`src/logic/slc_params.svh`:
```
`ifndef SLC_PARAMS_SVH
`define SLC_PARAMS_SVH

// Register port geometry
`define SLC_ADDR_W 15
`define SLC_DATA_W 8

// Register offsets
`define SLC_ADDR_LINK_EN 15'h0200
`define SLC_ADDR_MODE 15'h0201
`define SLC_ADDR_KM1 15'h0202
`define SLC_ADDR_SYNC 15'h0203
`define SLC_ADDR_CTRL 15'h0204

// Field positions inside the control register
`define SLC_CTRL_SCR_BIT 0
`define SLC_CTRL_FMT_BIT 1
`define SLC_CTRL_SEL_LSB 2
`define SLC_CTRL_SEL_MSB 3
`define SLC_CTRL_LANE_BIT 4

// Reset values
`define SLC_RST_LINK_EN 1'h1
`define SLC_RST_MODE 8'h02
`define SLC_RST_KM1 8'h1F
`define SLC_RST_SYNC_N 1'h1
`define SLC_RST_CTRL 8'h03

// Multiplier turning E into frames before dividing by F
`define SLC_K_SCALE 16'h0100

`endif

```
`src/logic/slc_pkg.sv`:
```
package slc_pkg;
    `include "slc_params.svh"

    typedef logic [`SLC_ADDR_W-1:0] slc_addr_t;
    typedef logic [`SLC_DATA_W-1:0] slc_data_t;

    // Source of the link resynchronization request
    typedef enum logic [1:0] {
        SLC_SYNC_SE = 2'h0,
        SLC_SYNC_TS = 2'h1,
        SLC_SYNC_NONE = 2'h2
    } slc_sync_sel_t;
endpackage

```
`src/logic/slc_link_regs.sv`:
```
`timescale 1ns/1ns
// Behaviour
// - Link enable bit 0, resets to 1; 0 disables, 1 enables the link.
// - Link disabled holds link logic in reset and powers serializers down.
// - Link disabled gates the link clocks off.
// - Link disabled holds multiframe counter reset; SYSREF cannot realign it.
// - Eight-bit link mode field, resets to 0x02, picks link configuration.
// - Mode writes not permitted by the mode lock are refused.
// - Frames field holds K-1 in eight bits, resets to 0x1F.
// - In 64b/66b modes K comes from the mode as 256*E/F.
// - Manual sync bit 0 resets to 1; writing 0 requests resync.
// - Manual sync bit at 0 always raises a sync request.
// - A stuck-low selected pin keeps requesting unless no-pin source chosen.
// - Control resets to 0x03: lanes bit 4, source 3:2, format 1, scrambler 0.
// - Source 0 single-ended pin, 1 timestamp pin, 2 no pin.
// - Format bit 0 offset binary, 1 two's complement; resets to 1.
// - Scrambler bit acts only in 8b/10b; 64b/66b always scrambles.
module slc_link_regs (
    input wire logic sys_clk,
    input wire logic rst_b,
    input wire slc_pkg::slc_addr_t reg_addr,
    input wire logic reg_wr,
    input wire logic reg_rd,
    input wire slc_pkg::slc_data_t reg_wdata,
    output slc_pkg::slc_data_t reg_rdata,
    input wire logic [255:0] mode_permit,
    input wire logic mode_is_64b66b,
    input wire logic [7:0] mode_e,
    input wire logic [7:0] mode_f,
    input wire logic frame_tick,
    input wire logic single_ended_sync_pin_n,
    input wire logic timestamp_pin_n,
    input wire logic sysref_pin,
    output logic link_enable,
    output logic link_rst_b,
    output logic serializer_pd,
    output logic link_clk_en,
    output logic [7:0] link_mode_select,
    output logic [7:0] frames_per_multiframe_m1,
    output logic [15:0] effective_k_m1,
    output logic [15:0] multiframe_clock_counter,
    output logic sync_request,
    output logic manual_sync_request_n,
    output slc_pkg::slc_sync_sel_t sync_source_sel,
    output logic sample_format,
    output logic scrambler_enable,
    output logic scrambler_active,
    output logic upper_lane_mapping
);
    import slc_pkg::*;

    localparam logic [7:0] ctrl_reset_value = `SLC_RST_CTRL;

    logic wr_en;
    logic wr_mode;
    logic wr_km1;
    logic wr_sync;
    logic wr_ctrl;
    logic sysref_sync;
    logic sysref_prev;
    logic sysref_rise;

    // K-1 for a 64b/66b mode, guarding against an empty F field
    function automatic logic [15:0] k_m1_from_mode(input logic [7:0] e, input logic [7:0] f);
        logic [15:0] k;
        k = 16'h0000;
        if (f != 8'h00) begin
            k = ({8'h00, e} * `SLC_K_SCALE) / {8'h00, f};
        end
        return (k == 16'h0000) ? 16'h0000 : k - 16'h0001;
    endfunction

    // Address decode of write strobes
    assign wr_en = reg_wr && reg_addr == `SLC_ADDR_LINK_EN;
    assign wr_mode = reg_wr && reg_addr == `SLC_ADDR_MODE && mode_permit[reg_wdata];
    assign wr_km1 = reg_wr && reg_addr == `SLC_ADDR_KM1;
    assign wr_sync = reg_wr && reg_addr == `SLC_ADDR_SYNC;
    assign wr_ctrl = reg_wr && reg_addr == `SLC_ADDR_CTRL;

    // Link enable
    always_ff @(posedge sys_clk) begin
        if (!rst_b) begin
            link_enable <= `SLC_RST_LINK_EN;
        end else if (wr_en) begin
            link_enable <= reg_wdata[0];
        end
    end

    // Link mode, refused when the lock does not permit it
    always_ff @(posedge sys_clk) begin
        if (!rst_b) begin
            link_mode_select <= `SLC_RST_MODE;
        end else if (wr_mode) begin
            link_mode_select <= reg_wdata;
        end
    end

    // Frames per multiframe minus one
    always_ff @(posedge sys_clk) begin
        if (!rst_b) begin
            frames_per_multiframe_m1 <= `SLC_RST_KM1;
        end else if (wr_km1) begin
            frames_per_multiframe_m1 <= reg_wdata;
        end
    end

    // Manual sync request, active low
    always_ff @(posedge sys_clk) begin
        if (!rst_b) begin
            manual_sync_request_n <= `SLC_RST_SYNC_N;
        end else if (wr_sync) begin
            manual_sync_request_n <= reg_wdata[0];
        end
    end

    // Control fields
    always_ff @(posedge sys_clk) begin
        if (!rst_b) begin
            upper_lane_mapping <= ctrl_reset_value[`SLC_CTRL_LANE_BIT];
            sync_source_sel <= slc_sync_sel_t'(
                ctrl_reset_value[`SLC_CTRL_SEL_MSB:`SLC_CTRL_SEL_LSB]);
            sample_format <= ctrl_reset_value[`SLC_CTRL_FMT_BIT];
            scrambler_enable <= ctrl_reset_value[`SLC_CTRL_SCR_BIT];
        end else if (wr_ctrl) begin
            upper_lane_mapping <= reg_wdata[`SLC_CTRL_LANE_BIT];
            sync_source_sel <= slc_sync_sel_t'(reg_wdata[`SLC_CTRL_SEL_MSB:`SLC_CTRL_SEL_LSB]);
            sample_format <= reg_wdata[`SLC_CTRL_FMT_BIT];
            scrambler_enable <= reg_wdata[`SLC_CTRL_SCR_BIT];
        end
    end

    // Registered read data; reserved bits and unmapped offsets read zero
    always_ff @(posedge sys_clk) begin
        if (!rst_b) begin
            reg_rdata <= 8'h00;
        end else if (reg_rd) begin
            unique case (reg_addr)
                `SLC_ADDR_LINK_EN: reg_rdata <= {7'h00, link_enable};
                `SLC_ADDR_MODE: reg_rdata <= link_mode_select;
                `SLC_ADDR_KM1: reg_rdata <= frames_per_multiframe_m1;
                `SLC_ADDR_SYNC: reg_rdata <= {7'h00, manual_sync_request_n};
                `SLC_ADDR_CTRL: reg_rdata <= {3'h0, upper_lane_mapping, sync_source_sel,
                    sample_format, scrambler_enable};
                default: reg_rdata <= 8'h00;
            endcase
        end
    end

    // Disabled link: reset, clocks gated, serializers down
    assign link_rst_b = link_enable;
    assign serializer_pd = !link_enable;
    assign link_clk_en = link_enable;

    // 64b/66b ignores the frames field and always scrambles
    assign effective_k_m1 = mode_is_64b66b ? k_m1_from_mode(mode_e, mode_f)
        : {8'h00, frames_per_multiframe_m1};
    assign scrambler_active = mode_is_64b66b | scrambler_enable;

    slc_sync_req u_sync (
        .sys_clk(sys_clk),
        .rst_b(rst_b),
        .single_ended_sync_pin_n(single_ended_sync_pin_n),
        .timestamp_pin_n(timestamp_pin_n),
        .sysref_pin(sysref_pin),
        .manual_sync_request_n(manual_sync_request_n),
        .sync_source_sel(sync_source_sel),
        .sync_request(sync_request),
        .sysref_sync(sysref_sync)
    );

    // SYSREF edge detect on the synchronised level
    always_ff @(posedge sys_clk) begin
        if (!rst_b) begin
            sysref_prev <= 1'b0;
        end else begin
            sysref_prev <= sysref_sync;
        end
    end
    assign sysref_rise = sysref_sync && !sysref_prev;

    // Multiframe counter, held at zero while the link is disabled
    always_ff @(posedge sys_clk) begin
        if (!rst_b || !link_enable) begin
            multiframe_clock_counter <= 16'h0000;
        end else if (sysref_rise) begin
            multiframe_clock_counter <= 16'h0000;
        end else if (frame_tick) begin
            multiframe_clock_counter <= (multiframe_clock_counter >= effective_k_m1) ? 16'h0000
                : multiframe_clock_counter + 16'h0001;
        end
    end
endmodule

```
`src/logic/slc_sync_req.sv`:
```
`timescale 1ns/1ns
module slc_sync_req (
    input wire logic sys_clk,
    input wire logic rst_b,
    input wire logic single_ended_sync_pin_n,
    input wire logic timestamp_pin_n,
    input wire logic sysref_pin,
    input wire logic manual_sync_request_n,
    input wire slc_pkg::slc_sync_sel_t sync_source_sel,
    output logic sync_request,
    output logic sysref_sync
);
    import slc_pkg::*;

    logic [2:0] meta;
    logic [2:0] stable;

    // Two-stage synchronisers; reset to idle so no false reference edge follows reset
    always_ff @(posedge sys_clk) begin
        if (!rst_b) begin
            meta <= 3'h3;
            stable <= 3'h3;
        end else begin
            meta <= {sysref_pin, timestamp_pin_n, single_ended_sync_pin_n};
            stable <= meta;
        end
    end

    assign sysref_sync = stable[2];

    // Manual bit always requests; a pin only when selected
    always_comb begin
        sync_request = !manual_sync_request_n;
        unique case (sync_source_sel)
            SLC_SYNC_SE: sync_request = sync_request | !stable[0];
            SLC_SYNC_TS: sync_request = sync_request | !stable[1];
            default: sync_request = sync_request;
        endcase
    end
endmodule

```
`config.mk`:
```
export PLATFORM = sky130hd
export DESIGN_NAME = slc_link_regs
export DESIGN_NICKNAME = d
export VERILOG_FILES = /design/src/logic/slc_pkg.sv /design/src/logic/slc_link_regs.sv /design/src/logic/slc_sync_req.sv
export VERILOG_INCLUDE_DIRS = /design/src /design/src/logic
export SDC_FILE = /design/constraint.sdc
export NUM_CORES = 1
export LEC_CHECK = 0
export ABC_AREA = 1
export BUFFER_PORTS_ARGS = -buffer_cell sky130_fd_sc_hd__buf_2
export CAP_MARGIN = 25
export CORE_ASPECT_RATIO = 0.7
export CORE_MARGIN = 4
export CORE_UTILIZATION = 30
export DETAILED_ROUTE_END_ITERATION = 8
export PLACE_DENSITY = 0.59
export SYNTH_ARGS = -nofsm -noshare
export SYNTH_HDL_FRONTEND = slang
export SYNTH_SLANG_ARGS = --single-unit
```
`constraint.sdc`:
```
create_clock -name sys_clk -period 31.8 [get_ports sys_clk]
set_input_delay 1.59 -clock sys_clk [delete_from_list [all_inputs] [get_ports sys_clk]]
set_output_delay 1.59 -clock sys_clk [all_outputs]
set_load 0.03 [all_outputs]
```
== Word level (Yosys, flattened, before mapping) ==
Cells that the tools add are included.
Word-level totals
  bits in registers: 54
  input port bits: 304
  output and inout bits: 68
Cells by class
  add/sub/neg operators: 2
  div/mod/pow operators: 1
  $lt $le $gt $ge: 2
  eq/ne operators: 6
  multiplexer cells: 8
  bitwise gates (word level): 3
  reduce and logical (&&, ||, !) cells: 18
Operators with widths (count)
  $eq A15 B10 Y1 const B: 5
  $mux W16: 4
  $pmux W8 S5: 1
  $add A16 B1 Y16 const B: 1
  $div A16 B8 Y16: 1
  $ge A16 B16 Y1: 1
  $logic_not A16 Y1: 1
  $sub A16 B1 Y16 const B: 1
  $lt A8 B9 Y1 const B: 1
  $bmux W1 S8: 1
  $reduce_bool A8 Y1: 1
  $logic_and A1 B1 Y1: 7
  $logic_not A1 Y1: 6
  $or A1 B1 Y1: 3
  $eq A2 B1 Y1 const B: 1
  $logic_not A2 Y1: 1
  $pmux W1 S2: 1
  $reduce_or A2 Y1: 1
  $logic_or A1 B1 Y1: 1
  $mux W1: 1

== Logic depth before layout (Yosys ltp) ==
Gate-level depths: netlist of run 1.
  depth after elaboration: 7
  depth in mapped cells: 207

== Hierarchy ==
A second synthesis of run 1 with hierarchy kept.
Unflattened totals
  cell total of the unflattened synthesis: 2035
  area total of the unflattened synthesis: 11624.9 sq um
Modules (own cells, without submodules)
  slc_link_regs: instances 1, cells an instance 2011, area an instance 11436.0 sq um, seq. area each 960.9 sq um
  slc_sync_req: instances 1, cells an instance 24, area an instance 188.9 sq um, seq. area each 120.1 sq um

== Worst setup path after synthesis of run 1 ==
OpenSTA, ideal clock, no wires.
  path type: input port to flip-flop
  start: in mode_f[0]
  end: reg multiframe_clock_counter[3]
  arrival: 28.033 ns
  required time: 31.670 ns
  path slack: 3.637 ns
  cell stages on the path: 195
  buffers on the path: 13
  cell sequence: inv_1 clkbuf_1 ha_1 o21ai_0 nor2_1 nand2_1 nand2_1 ha_1 o21ai_0 nand2_1 nand2_2 nand2_1 nand2_1 ha_1 nand2_1 nand3b_1 nand2_1 nand2_1 (+159 left out) o21ai_0 ha_1 inv_1 a21boi_0 o21a_1 o21a_1 o21a_1 o21a_1 o21ai_0 nand2_1 a21oi_1 o211ai_1 nand4_1 o211ai_1 inv_1 o21ai_1 clkbuf_1 nor3_1
Between the ends
  word-level cells in the longest chain between the ends: 7
RTL lines
  start, declared: line slc_link_regs.sv:29  | input wire logic [7:0] mode_f,
  $div A16 B8 Y16 / $reduce_bool A8 Y1 (equally long branches): line slc_link_regs.sv:68, slc_link_regs.sv:67
  $mux W16 *: line slc_link_regs.sv:67  | if (f != 8'h00) begin
  $sub A16 B1 Y16 / $logic_not A16 Y1 (equally long branches): line slc_link_regs.sv:70  | return (k == 16'h0000) ? 16'h0000 : k - 16'h0001;
  $mux W16 *: line slc_link_regs.sv:70
  $mux W16 *: line slc_link_regs.sv:155  | assign effective_k_m1 = mode_is_64b66b ? k_m1_from_mode(mode_e, mode_f)
  net effective_k_m1[0]: line slc_link_regs.sv:40  | output logic [15:0] effective_k_m1,
  $ge A16 B16 Y1 *: line slc_link_regs.sv:188  | multiframe_clock_counter <= (multiframe_clock_counter >= effective_k_m1) ? 16'h0000
  $mux W16 *: line slc_link_regs.sv:188
  end signal, assigned: line slc_link_regs.sv:188
  end, declared: line slc_link_regs.sv:41  | output logic [15:0] multiframe_clock_counter,
Mark *: on every way through the listed nets, which the timed path passes. The rest lies on a longest branch.
A chain may end at the register's enable or synchronous reset.

== Final worst setup path of run 1 ==
  start: in mode_f[0]
  end: out effective_k_m1[14]
Between the ends
  word-level cells in the longest chain between the ends: 5
RTL lines (line)
  $div A16 B8 Y16 / $reduce_bool A8 Y1 (equally long branches): slc_link_regs.sv:68, slc_link_regs.sv:67
  $mux W16 *: slc_link_regs.sv:67
  $sub A16 B1 Y16 / $logic_not A16 Y1 (equally long branches): slc_link_regs.sv:70
  $mux W16 *: slc_link_regs.sv:70
  $mux W16 *: slc_link_regs.sv:155
  end, declared: slc_link_regs.sv:40
Every way passes the cells marked *; elsewhere a longest branch is shown, timed or not.

==> results of run 1 <==
-- kinds of logic (layout without fill, tap and decap cells) --
family                   Yosys count  after routing
flip-flops                        54             54
buffers and inverters            339            671
multiplexers                       1              1
adder cells (fa/ha/maj)          113            113
AO/OA/AOI/OAI                    493            493
AND/OR/NAND/NOR                  976            978
other                              0              1
XOR/XNOR                          66             66
-- per-layer routing --
metal	part of all wire, %	wire length (µm)	vias up	track usage, %
met1	47	24600	6895	34.2
met5	0.10	55	-	0
met3	9.7	5090	69	5.43
met4	2.3	1200	8	3.80
li1	-	-	7520	-
met2	41	21700	663	34.8
-- final cells by class --
| cell class | instances | area (µm²) | area share (%) |
|---|---|---|---|
| multi-input combinational | 1651 | 9360 | 65.2 |
| timing repair buffer | 404 | 2110 | 14.7 |
| sequential | 54 | 1080 | 7.53 |
| inverter | 259 | 983 | 6.85 |
| tap | 527 | 659 | 4.59 |
| clock buffer | 6 | 139 | 0.968 |
| clock inverter | 2 | 16.3 | 0.113 |
| antenna | 1 | 2.50 | 0.0174 |
-- registers in the layout (all words and copies together) (netlist names) --
register	count
multiframe_clock_counter	16
manual_sync_request_n	1
frames_per_multiframe_m1	8
link_clk_en	1
sample_format	1
upper_lane_mapping	1
sysref_prev	1
scrambler_enable	1
reg_rdata	8
link_mode_select	8
sync_source_sel	2
u_sync.stable	3
u_sync.meta	3
-- worst paths after layout --
kind,start,cells past startpoint,slack (ps),end
max,mode_f[0],175,2720,effective_k_m1[14]
min,u_sync.meta[0],1,420,u_sync.stable[0]
max reg2reg,frames_per_multiframe_m1[0],19,28490,multiframe_clock_counter[2]
min reg2reg,u_sync.meta[0],1,420,u_sync.stable[0]
-- critical path, delay by kind of cell --
family	cells	cell delay [ps]
simple gates	82	9900
compound gates	48	7710
fa+ha+maj	17	4920
buf+inv	27	3080
xor+xnor	1	190
-- cell usage in the layout, fill, tap and decap left out, drive strengths merged, types with 13 or more instances in the layout --
cell type / synthesis / routed
dfxtp: 54 / 54
nand3: 153 / 153
nor2: 299 / 301
nor3: 28 / 28
nand2: 427 / 427
ha: 112 / 112
inv: 257 / 255
o21ai: 259 / 259
o22ai: 68 / 68
buf: 16 / 404
a21oi: 94 / 94
or2: 13 / 13
xnor2: 19 / 19
xor2: 47 / 47
nand4: 32 / 32
o221ai: 18 / 18
-- per-stage QoR --
step                      cell area (µm²)  utilization (%)  cells  setup TNS [ps]
after floorplan                     11600                -   2042               0
after global placement              13900             36.3   2873               0
after detailed placement            13900             36.3   2873               0
after CTS                           14100             36.7   2881               0
after global routing                14400             37.4   2903           -36.5
final                               14400             37.4   2904               0
-- what timing repair did --
item / 4_1_cts / 5_1_grt
setup buffers: 0 / 20
setup endpoints to repair: 0 / 32
gates resized for setup: 0 / 47
==> results.sh, run 1 <==
export IMPL_skew_ps=5.20
export IMPL_core_region_area_um2=38400
export IMPL_place_gp_congestion=1.03
export IMPL_ys_seq_area_share_pct=9.29
export IMPL_cpMostUsedCell="nand2_1"
export IMPL_maxSlewViolCount=0
export IMPL_cts_made_buffers=5
export IMPL_tightestPinTransition_ps=986
export IMPL_min_path_type="register to register"
export IMPL_whs_ps=416
export IMPL_drive_gt1_share_pct=22.9
export IMPL_grt_max_degree=85
export IMPL_ys_warn_count=0
export IMPL_arrival_ps=27490
export IMPL_ioPinCount=372
export IMPL_yosys_register_bits=54
export IMPL_fillers=4224
export IMPL_fin_crit_ps=29080
export IMPL_end_kind="output port"
export IMPL_synthSimpleGateAreaFrac_pct=38.1
export IMPL_synthesis_area_um2=11600
export IMPL_netlist_cell_type_count=60
export IMPL_clk_latency_ps=300
export IMPL_critical_path_slowest_cell="o31ai_1"
export IMPL_path_clk_slew_ps=70
export IMPL_synth_adder_area_share_pct=12.2
export IMPL_clk_path_buf_depth=2
export IMPL_relSlewSlack_pct=34.2
export IMPL_clock_fmax_mhz=34.4
export IMPL_syn_inst=2042
export IMPL_drt_iter0_drc=1449
export IMPL_root_buffer="clkbuf_16"
export IMPL_muxShareOfSynthArea_pct=0.0968
export IMPL_synth_top_cell_area_share_pct=12.7
export IMPL_ys_flop_type="dfxtp_1"
export IMPL_h_tree_depth=2
export IMPL_die_area_um2=42000
export IMPL_yosys_area_top_type="nand2_1"
export IMPL_dp_hpwl_um=43700
export IMPL_synthXorXnorAreaFrac_pct=4.97
export IMPL_period_share_pct=91.4
export IMPL_drc_errors=0
export IMPL_die_h_um=173
export IMPL_cpPeakStageDelay_ps=500
export IMPL_avgSynthCellArea_um2=5.70
export IMPL_grt_pass1_wl_um=77600
export IMPL_via_count=15200
export IMPL_maxCapViolCount=0
export IMPL_post_route_worst_setup_slack_ps=2720
export IMPL_yosys_cell_count_top_type="nand2_1"
export IMPL_critPathLaunchType="input pin"
export IMPL_routedWlPerCell_um=18.1
export IMPL_via_per_inst=5.22
export IMPL_synth_top_family_by_area="simple AND/OR/NAND/NOR gates"
export IMPL_synth_top_cells_by_count="nand2_1, nor2_1, o21ai_0, inv_1, nand3_1"
export IMPL_cts_tree="built"
export IMPL_cp_max_fo=15
export IMPL_fin_nets=2792
export IMPL_place_ws_ps=252
export IMPL_synthArstFlopShare_pct=0
export IMPL_report_final_hold_viol_count=0
export IMPL_hold_buffers=0
export IMPL_rows=60
export IMPL_grt_pass1_vias=13500
export IMPL_crit_type="input pin to output port"
export IMPL_required_ps=30210
export IMPL_setup_viol=0
export IMPL_dieWidth_um=243
export IMPL_antenna_found_initial=6
export IMPL_synth_edf_count=0
export IMPL_drt_total_wl_um=52600
export IMPL_grt_ovfl_total=0
export IMPL_firstDrtPassIters=5
export IMPL_syn_nets=2459
export IMPL_area_growth_pct=23.4
export IMPL_synthTopCellsByArea="nand2_1, ha_1, o21ai_0, dfxtp_1, nor2_1"
export IMPL_synth_compound_area_share_pct=24.1
export IMPL_status="finished clean"
export IMPL_clock_sinks=54
export IMPL_io_buffers=371
export IMPL_ant_nets=0
export IMPL_grt_usage_pct=23.2
export IMPL_initial_core_util_pct=30.3
Power of run 1 is left out: the tool's default activity adds up to more than one toggle a clock period on the data nets, which glitch-free logic cannot reach.
==> inputs of run 2 (changes only) <==
--- a/config.mk
+++ b/config.mk
@@ -13,6 +13,7 @@
 export CORE_MARGIN = 4
 export CORE_UTILIZATION = 30
 export DETAILED_ROUTE_END_ITERATION = 8
+export GPL_TIMING_DRIVEN = 0
 export PLACE_DENSITY = 0.59
 export SYNTH_ARGS = -nofsm -noshare
 export SYNTH_HDL_FRONTEND = slang
==> run 2 against run 1 <==
Effect of this change: via count increased by 2.4%; first-iteration DRC count decreased by 5.8%; critical path depth increased by 15; critical path type unchanged; hold slack got worse by 1.9 ps; wire length increased by 4.8%; critical endpoint unchanged; non-clock buffer count increased by 69; clock skew increased by 5.7 ps; final cell count increased by 2.4%; fmax increased by 0.16%.
==> results.sh, run 2 (synthesis gave the netlist of run 1 again) <==
export IMPL_path_clk_slew_ps=70
export IMPL_area_growth_pct=27.1
export IMPL_status="finished clean"
export IMPL_clk_path_buf_depth=2
export IMPL_required_ps=30210
export IMPL_report_final_hold_viol_count=0
export IMPL_setup_viol=0
export IMPL_drt_total_wl_um=55100
export IMPL_final_cell_mix="nand2_1, buf_2, nor2_1"
export IMPL_cts_tree="built"
export IMPL_dp_hpwl_um=46900
export IMPL_drive_gt1_share_pct=23.1
export IMPL_whs_ps=414
export IMPL_critical_path_slowest_cell="ha_1"
export IMPL_initial_core_util_pct=30.3
export IMPL_period_share_pct=91.3
export IMPL_largest_register_ffs=16
export IMPL_critPathLaunchType="input pin"
export IMPL_antenna_found_initial=9
export IMPL_core_region_area_um2=38400
export IMPL_io_buffers=368
export IMPL_via_per_inst=5.22
export IMPL_top_register="multiframe_clock_counter"
export IMPL_final_seq_area_um2=1080
export IMPL_dieWidth_um=243
export IMPL_multi_input_area_um2=9450
export IMPL_grt_usage_pct=24.7
export IMPL_root_buffer="clkbuf_16"
export IMPL_place_gp_congestion=0.995
export IMPL_die_h_um=173
export IMPL_relSlewSlack_pct=44.1
export IMPL_drt_iter0_drc=1365
export IMPL_fillers=4288
export IMPL_cpPeakStageDelay_ps=360
export IMPL_drc_errors=0
export IMPL_firstDrtPassIters=6
export IMPL_layout_cells_most_common="nand2_1"
export IMPL_ioPinCount=372
export IMPL_clock_sinks=54
export IMPL_clock_fmax_mhz=34.4
export IMPL_fin_crit_ps=29030
export IMPL_grt_pass1_wl_um=82700
export IMPL_end_kind="output port"
export IMPL_tightestPinTransition_ps=830
export IMPL_maxCapViolCount=0
export IMPL_ant_nets=0
export IMPL_routedWlPerCell_um=18.5
export IMPL_h_tree_depth=2
export IMPL_cts_made_buffers=5
export IMPL_min_path_type="register to register"
export IMPL_clk_latency_ps=310
export IMPL_fin_nets=2859
export IMPL_die_area_um2=42000
export IMPL_grt_pass1_vias=14400
export IMPL_crit_type="input pin to output port"
export IMPL_via_count=15500
export IMPL_grt_ovfl_total=0
export IMPL_arrival_ps=27440
export IMPL_maxSlewViolCount=0
export IMPL_rows=60
export IMPL_cp_max_fo=12
export IMPL_grt_max_degree=18
export IMPL_skew_ps=10.9
export IMPL_cpMostUsedCell="nand2_1"
==> run 2: cell types whose count changed in the layout (fill, tap and decap cells not counted), sizes merged <==
cell      delta
clkbuf      +62
buf          +7
diode        +4
nor2         -2
bufinv       +1
clkinv       -1
clkinvlp     -1
inv          +1
==> run 2: area by class of cell <==
class	count	share of cell area, %
diodes	5	0.0847
plain buffers	79	2.52
clock buffers	6	0.940
clock inverters	2	0.262
inverters	259	6.66
multi-input cells	1649	63.9
flip-flops and latches	54	7.31
well taps	527	4.46
repair buffers	394	13.8
==> run 2: final timing paths <==
kind,start,endpoint,slack [ps],cells after the start
setup / recovery,mode_f[0],effective_k_m1[14],2770,190
hold / removal,u_sync.meta[2],u_sync.stable[2],410,2
setup reg to reg,frames_per_multiframe_m1[1],multiframe_clock_counter[3],28640,18
hold reg to reg,u_sync.meta[2],u_sync.stable[2],410,2
==> run 2: repair_timing <==
item                       CTS  global route
setup endpoints to repair   32            32
buffers inserted             4            19
gates cloned                 0             1
gates resized for setup     17            82
pin swaps                    3            18
hold buffers                 0             0
==> run 2: worst max-delay path: cells and delay by family <==
kind	cells	cell delay, ps
AO/OA/AOI/OAI	48	7060
AND/OR/NAND/NOR	89	9490
buffers and inverters	35	4120
adder cells (fa/ha/maj)	18	5130
==> run 2: per-stage QoR <==
stage	setup slack [ps]	util, %	instances	TNS (ps)	area (µm²)
after floorplan	3640	-	2042	0	11600
after global placement	-2050	36.8	2937	-46640	14100
after detailed placement	-2300	36.9	2939	-51900	14200
after CTS	139	37.6	2951	0	14400
after global routing	-111	38.5	2974	-1010	14800
final	2770	38.5	2975	0	14800
==> run 2: routing by layer <==
layer	track usage [%]	vias up	wire, µm
met5	0	-	47
met4	4.88	8	1250
met3	5.66	70	4660
met2	37.5	573	23300
met1	35.8	7179	25900
li1	-	7689	-
Power of run 2 is left out for the same reason.
